**src/ctp_pkg.sv**
```systemverilog
// constants for the compat timer pwm unit: register map, fields, timing
// assumes a 50 MHz pclk and an apb master with 32-bit data
// Summary of operation
// - control and compare reads return last write
// - count and flag reads lag by synchronisation
// - written values other than the mask pass a sync stage first
// - normal mode: duty compare or a forced compare drives output
// - duty match drives pin and compare flag
// - wrap flag on ff to 0, or top
// - pwm: count zero to top, restart
// - pwm modes: 00 off, 01 off except with duty at zero or top, 10 clear, 11 set
// - pwm top match sets wrap flag, delayed
// - pwm duty writes buffered until top reached
// - duty read returns buffered value
// - duty at zero or top holds output
// - irq needs flag, enable and global enable
// - pwm period is top plus one ticks
// - high time duty ticks in clear mode, top plus one minus duty in set mode
// - fast 25.6 MHz clock drives prescaler
// - clear on match resets count after match
// - pwm enable selects pwm mode
// - flags cleared by vector or writing one
package ctp_pkg;
  // byte offsets of the registers
  localparam logic [31:0] OFS_TIMER_CTRL = 32'h0000_0000;
  localparam logic [31:0] OFS_GEN_CTRL   = 32'h0000_0004;
  localparam logic [31:0] OFS_COUNT      = 32'h0000_0008;
  localparam logic [31:0] OFS_DUTY       = 32'h0000_000c;
  localparam logic [31:0] OFS_TOP        = 32'h0000_0010;
  localparam logic [31:0] OFS_MASK       = 32'h0000_0014;
  localparam logic [31:0] OFS_FLAG       = 32'h0000_0018;
  // timer_control fields
  localparam int BIT_CLEAR_ON_MATCH = 7;
  localparam int BIT_PWM_ENABLE     = 6;
  localparam int BIT_OUT_MODE_HI    = 5;
  localparam int BIT_OUT_MODE_LO    = 4;
  // general_timer_control fields, both read as zero
  localparam int BIT_FORCE_CMP      = 2;
  localparam int BIT_PRESC_CLEAR    = 1;
  // mask and flag fields share positions
  localparam int BIT_CMP            = 6;
  localparam int BIT_WRAP           = 2;
  // reset value and counter maximum
  localparam logic [7:0] RST_BYTE   = 8'h00;
  localparam logic [7:0] CNT_MAX    = 8'hff;
  // output modes
  localparam logic [1:0] MODE_OFF    = 2'h0;
  localparam logic [1:0] MODE_TOGGLE = 2'h1;
  localparam logic [1:0] MODE_CLEAR  = 2'h2;
  localparam logic [1:0] MODE_SET    = 2'h3;
  // clock select codes
  localparam logic [3:0] CS_STOP     = 4'h0;
  localparam logic [3:0] CS_FAST1    = 4'h1;
  localparam logic [3:0] CS_FAST8    = 4'h4;
  localparam logic [3:0] CS_SYS1     = 4'h5;
  // clock rates and the fractional fast clock divider
  localparam int PCLK_HZ         = 50_000_000;
  localparam int FAST_HZ         = 25_600_000;
  localparam int FAST_PERIOD_PS  = 39_100;
  localparam int RATIO_STEP_HZ   = 400_000;
  localparam int FAST_NUM        = FAST_HZ / RATIO_STEP_HZ;
  localparam int FAST_DEN        = PCLK_HZ / RATIO_STEP_HZ;
endpackage

```
**src/ctp_tick_if.sv**
```systemverilog
// carrier between the timer core and its prescaler
// assumes both ends run on pclk
`timescale 1ns/1ps
interface ctp_tick_if;
  logic [3:0] clock_select; // synced clock select code
  logic       presc_clear;  // one-cycle prescaler reset
  logic       tick;         // one-cycle timer_clock enable
  modport core (output clock_select, output presc_clear, input tick);
  modport gen  (input clock_select, input presc_clear, output tick);
endinterface

```
**src/ctp_prescaler.sv**
```systemverilog
// prescaler: fast clock enable plus fast and system dividers
// assumes pclk is the system clock and one clock domain
`timescale 1ns/1ps
module ctp_prescaler
  import ctp_pkg::*;
#(
  parameter int NUM = FAST_NUM,
  parameter int DEN = FAST_DEN
) (
  input  wire logic pclk,
  input  wire logic presetn,
  ctp_tick_if.gen   tk
);
  // the accumulator can only serve a ratio below one; refused at
  // elaboration so a bad override never reaches simulation
  if (NUM < 1 || NUM >= DEN || DEN > 255) begin
    $error("ctp_prescaler: fast ratio out of range");
  end

  localparam logic [7:0] NUM_B = 8'(NUM);
  localparam logic [7:0] DEN_B = 8'(DEN);

  logic [7:0] acc_q, acc_d;     // phase accumulator
  logic       fen_q, fen_d;     // fast clock enable
  logic [2:0] fdiv_q, fdiv_d;   // fast divider
  logic [9:0] sdiv_q, sdiv_d;   // system divider
  logic       tick_q, tick_d;   // selected tick
  logic [3:0] k;                // divider exponent

  // next values: fractional enable and both dividers
  always_comb begin
    acc_d  = acc_q + NUM_B;
    fen_d  = 1'b0;
    fdiv_d = fdiv_q;
    sdiv_d = sdiv_q + 10'h001;
    // fast clock as an enable at 25.6 MHz on average
    if (acc_q + NUM_B >= DEN_B) begin
      acc_d = acc_q + NUM_B - DEN_B;
      fen_d = 1'b1;
    end
    if (fen_q) begin
      fdiv_d = fdiv_q + 3'h1;
    end
    // prescaler reset leaves the counter alone
    if (tk.presc_clear) begin
      fdiv_d = 3'h0;
      sdiv_d = 10'h000;
    end
    // tick select: fast codes use fen, others the system divider
    tick_d = 1'b0;
    k      = 4'h0;
    if (tk.clock_select == CS_STOP) begin
      tick_d = 1'b0;
    end else if (tk.clock_select <= CS_FAST8) begin
      k      = tk.clock_select - CS_FAST1;
      tick_d = fen_q && ((fdiv_q & 3'((4'h1 << k) - 4'h1)) ==
                         3'((4'h1 << k) - 4'h1));
    end else begin
      k      = tk.clock_select - CS_SYS1;
      tick_d = ((sdiv_q & 10'((11'h001 << k) - 11'h001)) ==
                10'((11'h001 << k) - 11'h001));
    end
  end

  // register stage
  always_ff @(posedge pclk or negedge presetn) begin
    if (!presetn) begin
      acc_q  <= 8'h00;
      fen_q  <= 1'b0;
      fdiv_q <= 3'h0;
      sdiv_q <= 10'h000;
      tick_q <= 1'b0;
    end else begin
      acc_q  <= acc_d;
      fen_q  <= fen_d;
      fdiv_q <= fdiv_d;
      sdiv_q <= sdiv_d;
      tick_q <= tick_d;
    end
  end

  assign tk.tick = tick_q;
endmodule

```
**src/ctp_timer_top.sv**
```systemverilog
// timer core: apb registers, counter, compare, flags and pin
// assumes an apb master on pclk and a core that gives global enable
`timescale 1ns/1ps
module ctp_timer_top
  import ctp_pkg::*;
#(
  parameter int CNT_W = 8
) (
  input  wire logic        pclk,
  input  wire logic        presetn,
  input  wire logic        psel,
  input  wire logic        penable,
  input  wire logic        pwrite,
  input  wire logic [31:0] paddr,
  input  wire logic [31:0] pwdata,
  input  wire logic [3:0]  pstrb,
  output logic      [31:0] prdata,
  output logic             pready,
  output logic             pslverr,
  input  wire logic        global_irq_en,
  input  wire logic        vec_ack_compare,
  input  wire logic        vec_ack_wrap,
  output logic             irq_compare,
  output logic             irq_wrap,
  output logic             compare_out_pin,
  output logic             compare_out_en
);
  // the datapath is built for byte-wide registers only; other widths
  // are refused while elaborating rather than at time zero
  if (CNT_W != 8) begin
    $error("ctp_timer_top: only an 8 bit counter is supported");
  end

  ctp_tick_if tk ();

  ctp_prescaler u_presc (
    .pclk    (pclk),
    .presetn (presetn),
    .tk      (tk)
  );

  // bus side
  logic [31:0] prdata_q, prdata_d;   // read data
  logic        pready_q, pready_d;   // access phase ready
  logic        pslverr_q, pslverr_d; // unmapped answer
  logic        setup;                // setup cycle seen
  logic        wr;                   // write completes now
  logic        mapped;               // address hits a register
  logic [31:0] rmux;                 // read value

  // software visible state
  logic [7:0] ctl_q, ctl_d;          // timer_control
  logic [7:0] mask_q, mask_d;        // timer_mask_reg
  logic [7:0] top_q, top_d;          // top_compare
  logic [7:0] dbuf_q, dbuf_d;        // duty_compare holding buffer
  logic       cwr_q, cwr_d;          // count write pending
  logic [7:0] cval_q, cval_d;        // count write value
  logic       force_q, force_d;      // force compare pending
  logic       pclr_q, pclr_d;        // prescaler clear pulse
  logic [1:0] fclr_q, fclr_d;        // flag clear pending, cmp/wrap

  // synced copies seen by the counter
  logic [7:0] ctl_s_q;               // control after sync
  logic [7:0] top_s_q;               // top after sync

  // counter side
  logic [7:0] cnt_q, cnt_d;          // count_value
  logic       adv_q, adv_d;          // counter advanced last cycle
  logic [7:0] duty_q, duty_d;        // active duty compare
  logic       wev_q, wev_d;          // wrap event stage
  logic       cev_q, cev_d;          // compare event stage
  logic       cflag_q, cflag_d;      // compare_match_flag
  logic       wflag_q, wflag_d;      // wrap_flag
  logic [7:0] cnt_rb_q;              // count readback copy
  logic [1:0] flag_rb_q;             // flag readback copy
  logic       out_q, out_d;          // pin level
  logic       oe_q, oe_d;            // pin enable
  logic       irqc_q, irqc_d;        // compare request
  logic       irqw_q, irqw_d;        // wrap request

  logic       pwm;                   // pwm_enable, synced
  logic       ctc;                   // clear_on_match, synced
  logic [1:0] mode;                  // out_mode_hi/lo, synced
  logic       match_a;               // counter reached duty

  assign pwm  = ctl_s_q[BIT_PWM_ENABLE];
  assign ctc  = ctl_s_q[BIT_CLEAR_ON_MATCH];
  assign mode = ctl_s_q[BIT_OUT_MODE_HI:BIT_OUT_MODE_LO];
  // only a count reached by counting is a match
  assign match_a = adv_q && (cnt_q == duty_q);

  // apb decode, read mux and write strobes
  always_comb begin
    setup  = psel && !penable;
    wr     = psel && penable && pready_q && pwrite && pstrb[0];
    mapped = (paddr[1:0] == 2'h0) && (paddr <= OFS_FLAG);
    rmux   = 32'h0000_0000;
    unique case (paddr)
      OFS_TIMER_CTRL: rmux = {24'h00_0000, ctl_q};
      OFS_DUTY:       rmux = {24'h00_0000, dbuf_q};
      OFS_TOP:        rmux = {24'h00_0000, top_q};
      OFS_COUNT:      rmux = {24'h00_0000, cnt_rb_q};
      OFS_MASK: begin
        rmux[BIT_CMP]  = mask_q[BIT_CMP];
        rmux[BIT_WRAP] = mask_q[BIT_WRAP];
      end
      OFS_FLAG: begin
        rmux[BIT_CMP]  = flag_rb_q[1];
        rmux[BIT_WRAP] = flag_rb_q[0];
      end
      default: rmux = 32'h0000_0000; // gen ctrl reads zero
    endcase
    pready_d  = setup;
    pslverr_d = setup && !mapped;
    prdata_d  = setup ? (pwrite ? 32'h0000_0000 : rmux) : prdata_q;
  end

  // software register next values
  always_comb begin
    ctl_d   = ctl_q;
    mask_d  = mask_q;
    top_d   = top_q;
    dbuf_d  = dbuf_q;
    cwr_d   = 1'b0;
    cval_d  = cval_q;
    force_d = 1'b0;
    pclr_d  = 1'b0;
    fclr_d  = 2'h0;
    if (wr) begin
      unique case (paddr)
        OFS_TIMER_CTRL: ctl_d = pwdata[7:0];
        OFS_TOP:        top_d = pwdata[7:0];
        OFS_DUTY:       dbuf_d = pwdata[7:0];
        OFS_MASK: begin
          mask_d[BIT_CMP]  = pwdata[BIT_CMP];
          mask_d[BIT_WRAP] = pwdata[BIT_WRAP];
        end
        OFS_COUNT: begin
          cwr_d  = 1'b1;
          cval_d = pwdata[7:0];
        end
        OFS_GEN_CTRL: begin
          force_d = pwdata[BIT_FORCE_CMP];
          pclr_d  = pwdata[BIT_PRESC_CLEAR];
        end
        OFS_FLAG: begin
          fclr_d = {pwdata[BIT_CMP], pwdata[BIT_WRAP]};
        end
        default: ctl_d = ctl_q;
      endcase
    end
  end

  // counter, compare events, flags and requests
  always_comb begin
    cnt_d  = cnt_q;
    adv_d  = 1'b0;
    wev_d  = 1'b0;
    duty_d = duty_q;
    if (cwr_q) begin
      // software write wins over a tick and is no match
      cnt_d = cval_q;
    end else if (tk.tick) begin
      adv_d = 1'b1;
      wev_d = (cnt_q == CNT_MAX) ||
              (pwm && cnt_q == top_s_q);
      if (pwm && cnt_q == top_s_q) begin
        cnt_d = RST_BYTE;
      end else if (!pwm && ctc && cnt_q == duty_q) begin
        cnt_d = RST_BYTE;
      end else begin
        cnt_d = cnt_q + 8'h01;
      end
    end
    // duty follows its buffer, in pwm only at top
    if (!pwm) begin
      duty_d = dbuf_q;
    end else if (tk.tick && cnt_q == top_s_q) begin
      duty_d = dbuf_q;
    end
    cev_d = match_a;
    // set wins over any clear in the same cycle
    cflag_d = cev_q ||
              (cflag_q && !(fclr_q[1] || vec_ack_compare));
    wflag_d = wev_q ||
              (wflag_q && !(fclr_q[0] || vec_ack_wrap));
    irqc_d  = cflag_q && mask_q[BIT_CMP] && global_irq_en;
    irqw_d  = wflag_q && mask_q[BIT_WRAP] && global_irq_en;
  end

  // compare output pin
  always_comb begin
    out_d = out_q;
    oe_d  = oe_q;
    if (!pwm) begin
      // normal mode, duty compare or a forced match
      oe_d = (mode != MODE_OFF);
      if (match_a || force_q) begin
        unique case (mode)
          MODE_TOGGLE: out_d = !out_q;
          MODE_CLEAR:  out_d = 1'b0;
          MODE_SET:    out_d = 1'b1;
          MODE_OFF:    out_d = out_q;
        endcase
      end
    end else if (duty_q == RST_BYTE) begin
      oe_d  = (mode != MODE_OFF);
      out_d = (mode == MODE_SET);
    end else if (duty_q == top_s_q) begin
      oe_d  = (mode != MODE_OFF);
      out_d = (mode != MODE_SET);
    end else begin
      oe_d = mode[1];
      // edges at zero and at duty give top+1 period, duty high in clear mode
      if (adv_q && cnt_q == RST_BYTE) begin
        out_d = (mode == MODE_CLEAR);
      end
      if (match_a) begin
        out_d = (mode == MODE_SET);
      end
    end
  end

  // register stage for bus and software state
  always_ff @(posedge pclk or negedge presetn) begin
    if (!presetn) begin
      prdata_q  <= 32'h0000_0000;
      pready_q  <= 1'b0;
      pslverr_q <= 1'b0;
      ctl_q     <= RST_BYTE;
      mask_q    <= RST_BYTE;
      top_q     <= RST_BYTE;
      dbuf_q    <= RST_BYTE;
      cwr_q     <= 1'b0;
      cval_q    <= RST_BYTE;
      force_q   <= 1'b0;
      pclr_q    <= 1'b0;
      fclr_q    <= 2'h0;
      ctl_s_q   <= RST_BYTE;
      top_s_q   <= RST_BYTE;
    end else begin
      prdata_q  <= prdata_d;
      pready_q  <= pready_d;
      pslverr_q <= pslverr_d;
      ctl_q     <= ctl_d;
      mask_q    <= mask_d;
      top_q     <= top_d;
      dbuf_q    <= dbuf_d;
      cwr_q     <= cwr_d;
      cval_q    <= cval_d;
      force_q   <= force_d;
      pclr_q    <= pclr_d;
      fclr_q    <= fclr_d;
      ctl_s_q   <= ctl_q;
      top_s_q   <= top_q;
    end
  end

  // register stage for the counter side
  always_ff @(posedge pclk or negedge presetn) begin
    if (!presetn) begin
      cnt_q     <= RST_BYTE;
      adv_q     <= 1'b0;
      duty_q    <= RST_BYTE;
      wev_q     <= 1'b0;
      cev_q     <= 1'b0;
      cflag_q   <= 1'b0;
      wflag_q   <= 1'b0;
      cnt_rb_q  <= RST_BYTE;
      flag_rb_q <= 2'h0;
      out_q     <= 1'b0;
      oe_q      <= 1'b0;
      irqc_q    <= 1'b0;
      irqw_q    <= 1'b0;
    end else begin
      cnt_q     <= cnt_d;
      adv_q     <= adv_d;
      duty_q    <= duty_d;
      wev_q     <= wev_d;
      cev_q     <= cev_d;
      cflag_q   <= cflag_d;
      wflag_q   <= wflag_d;
      cnt_rb_q  <= cnt_q;
      flag_rb_q <= {cflag_q, wflag_q};
      out_q     <= out_d;
      oe_q      <= oe_d;
      irqc_q    <= irqc_d;
      irqw_q    <= irqw_d;
    end
  end

  assign tk.clock_select = ctl_s_q[3:0];
  assign tk.presc_clear  = pclr_q;

  assign prdata          = prdata_q;
  assign pready          = pready_q;
  assign pslverr         = pslverr_q;
  assign irq_compare     = irqc_q;
  assign irq_wrap        = irqw_q;
  assign compare_out_pin = out_q;
  assign compare_out_en  = oe_q;
endmodule

```
**config.mk**
```make
export PLATFORM = sky130hd
export DESIGN_NAME = ctp_timer_top
export DESIGN_NICKNAME = d
export VERILOG_FILES = /design/src/ctp_pkg.sv /design/src/ctp_tick_if.sv /design/src/ctp_prescaler.sv /design/src/ctp_timer_top.sv
export SDC_FILE = /design/constraint.sdc
export NUM_CORES = 1
export LEC_CHECK = 0
export BUFFER_PORTS_ARGS = -buffer_cell sky130_fd_sc_hd__buf_2
export CORE_MARGIN = 1
export CORE_UTILIZATION = 60
export DETAILED_ROUTE_END_ITERATION = 12
export PLACE_DENSITY_LB_ADDON = 0.1
export RECOVER_POWER = 50
export SLEW_MARGIN = 20
export SYNTH_ARGS = -nofsm -noshare
export SYNTH_HDL_FRONTEND = slang
export SYNTH_SLANG_ARGS = --single-unit
```
**constraint.sdc**
```tcl
create_clock -name pclk -period 6 [get_ports pclk]
set_input_delay 0.9 -clock pclk [delete_from_list [all_inputs] [get_ports pclk]]
set_output_delay 0.9 -clock pclk [all_outputs]
set_load 0.02 [all_outputs]
```
==> metrics <==
# diodes 0; Int Power about 1.5 mW; final hold slack 0.394 ns; Root Buffer clkbuf_8; die height about 100 microns; Tcrit/Tclk final 0.590; Setup crit start kind flop; initial antenna violation count 0; endpoints failing hold 0; Min-Delay Path Class reg -> reg; Post-CTS Setup Bufs 0; fin. max-slew vios 63; Core ar. 9860 sq um; CTS Hold Bufs 0; Post-synth EDFFs 0; clk_lat worst skew between 0.5 and 0.6 ns; Sum Neg Setup Slack 0 ns; Routed WL per cell ~18 microns; Seq pwr share 0.440; endpoints failing setup 0; Leakage roughly 3.5 nW; die width ~100 microns; Mapped Avg Cell Area 10.6 sq um; Biggest register u_presc.sdiv_q; most common cell after layout, fill and taps aside dfrtp_1; critical path capture point type flop; Initial DRC Count slightly above 300; clock-pin slew on the worst setup and hold paths approximately 0.060 ns; Cell Rows 36; drt pass-1 iters 5; total grt overflow 0; worst path required time around 6.4 ns; Slew HR -1.11; Final min period ~3.5 ns; Antenna Nets Post-Route 0; Post-CTS Resized 0; WS Path Type reg -> reg; vias in the first global route about 4.6k; sequential element share of the synthesized area 0.497; Buffers on Ports 62; Vias/cell 5.95; H-tree Lvls 4; Arr. time, crit path approximately 4 ns; WL final ~14 mm; Most used DFF post-synth dfrtp_1; Max-Cap Viols 1; worst-path fanout max 9; Distinct cells, synth slightly above 60; Starting Density 0.627; # DRC 0; Final HPWL DP about 9.8 mm; I/O Pins 114; most frequent cells in the layout 123 x dfrtp_1, 59 x nand2_1, 58 x buf_2; TritonCTS Sinks between 100 and 150; RSZ-0062 raised after global routing no; Net Switching 0.427 mW; r2r worst-path depth 12; # nets final about 730; synthesized netlist cell count 585; via count roughly 4.7k; Die ar. roughly 11000 sq um; largest net degree at the start of global routing 63; outcome finished, violations left; Largest register FFs 10; #FFs+latches synth approximately 120; Max Clock Skew 0.00918 ns; Comb power frac 0.035; Total Routing Usage GR 0.285; Switching Fraction 0.226; Post-Syn Area slightly above 6000 sq um; CTS buffer count 17; fmax 0.282 GHz; Power per Cell Area 267 nW/um^2; first-pass GRT wire length approximately 24 mm; Fillers 686; asr flop ratio synth 1.00; synth warn 0; Slew @ Worst Pin 3.17 ns; layout cells sized above 1 0.204; Clk network pwr share 0.525; Max clock buf depth 2; failing checks max-capacitance violations, max-slew violations; TritonCTS clock tree built; peak supply drop ~240 uV; Hold Path Depth 0; GP Congestion slightly below 0.9; Syn-to-layout area delta 14.1%
## critical path, cell delays in order (launching register included)
cell and delay [ns]:
dfrtp_1 0.50, inv_1 0.16, ha_1 0.34, nor4b_1 0.42, o21ai_0 0.19, nand2_1 0.15
nand2_1 0.07, ha_1 0.30, o22ai_1 0.08, a211o_1 0.25, a211oi_1 0.29, nand4_1 0.16
o41ai_1 0.48
## logic make-up after synthesis
| group | count (synthesis) | share of synthesized area |
|---|---|---|
| AOI/OAI and AO/OA | 95 | 0.106 |
| adders and majority gates | 14 | 0.0283 |
| muxes | 46 | 0.0904 |
| xor gates and xnor gates | 42 | 0.0595 |
| and+or+nand+nor | 192 | 0.159 |
| DFF | 123 | 0.497 |
| buffers and inverters | 72 | 0.0588 |
| other | 1 | 0.000606 |
## cell type report
type,count,area (sq um),area share
flip-flops and latches,123,3080,0.436
multi-input cells,413,2830,0.401
clock buffers,19,442,0.0626
repair buffers,64,320,0.0454
well taps,133,166,0.0236
clock inverters,12,140,0.0198
inverters,22,82.6,0.0117
## worst paths after layout
check	startpoint	end	slack, ns
setup / recovery	ctl_s_q[0]	u_presc.tk.tick	2.46
hold / removal	cflag_q	flag_rb_q[1]	0.39
setup reg to reg	ctl_s_q[0]	u_presc.tk.tick	2.46
hold reg to reg	cflag_q	flag_rb_q[1]	0.39
max in group asynchronous	presetn	duty_q[6]	2.49
min in group asynchronous	presetn	u_presc.acc_q[0]	1.42
## cells in the mapped netlist, types with 3 or more instances
library cell | instances | area [sq um]
a21o_1 | 5 | 37.5
a21oi_1 | 19 | 95.1
a22o_1 | 7 | 61.3
a31oi_1 | 3 | 18.8
and2_1 | 7 | 43.8
and3_1 | 8 | 50.1
buf_4 | 25 | 188
clkbuf_1 | 23 | 86.3
dfrtp_1 | 123 | 3080
ha_1 | 14 | 175
inv_1 | 22 | 82.6
mux2_2 | 27 | 304
mux2_4 | 8 | 120
mux2i_1 | 9 | 90.1
nand2_1 | 59 | 221
nand2b_1 | 5 | 31.3
nand3_1 | 16 | 80.1
nand4_1 | 10 | 62.6
nor2_1 | 37 | 139
nor2b_1 | 8 | 50.1
nor3_1 | 8 | 40.0
nor3b_1 | 5 | 37.5
nor4_1 | 11 | 68.8
nor4b_1 | 3 | 26.3
o211ai_1 | 4 | 30.0
o21ai_0 | 18 | 90.1
o311ai_0 | 7 | 61.3
o31ai_1 | 7 | 52.6
or2_2 | 4 | 25.0
xnor2_1 | 27 | 236
xor2_1 | 15 | 131
## per-stage QoR
step / power (mW) / area [sq um] / cells / utilization / worst slack [ns]
CTS: 1.90 / 7070 / 786 / 0.717 / 2.49
global route: 1.94 / 7060 / 786 / 0.716 / 1.83
finish: 1.89 / 7060 / 786 / 0.716 / 2.46
floorplan: 0.884 / 6270 / 608 / - / 3.17
detailed placement: 0.913 / 6490 / 755 / 0.658 / 2.53
global placement: 0.911 / 6490 / 755 / 0.658 / 2.57
## power groups by stage
stage / clock, mW / sequential [mW] / combinational [mW]
final: 0.991 / 0.831 / 0.0661
after global routing: 1.03 / 0.831 / 0.0731
after CTS: 1.00 / 0.831 / 0.0673
after detailed placement: 0 / 0.846 / 0.0670
after global placement: 0 / 0.846 / 0.0657
after floorplan: 0 / 0.847 / 0.0369
## layer usage
layer	vias up	track usage	wire length (microns)
met3	26	0.0516	1020
met2	217	0.448	6630
li1	2128	-	-
met1	2304	0.404	6470
met5	-	0	0
met4	0	0.0942	287
(Power assumes the default switching activity.)
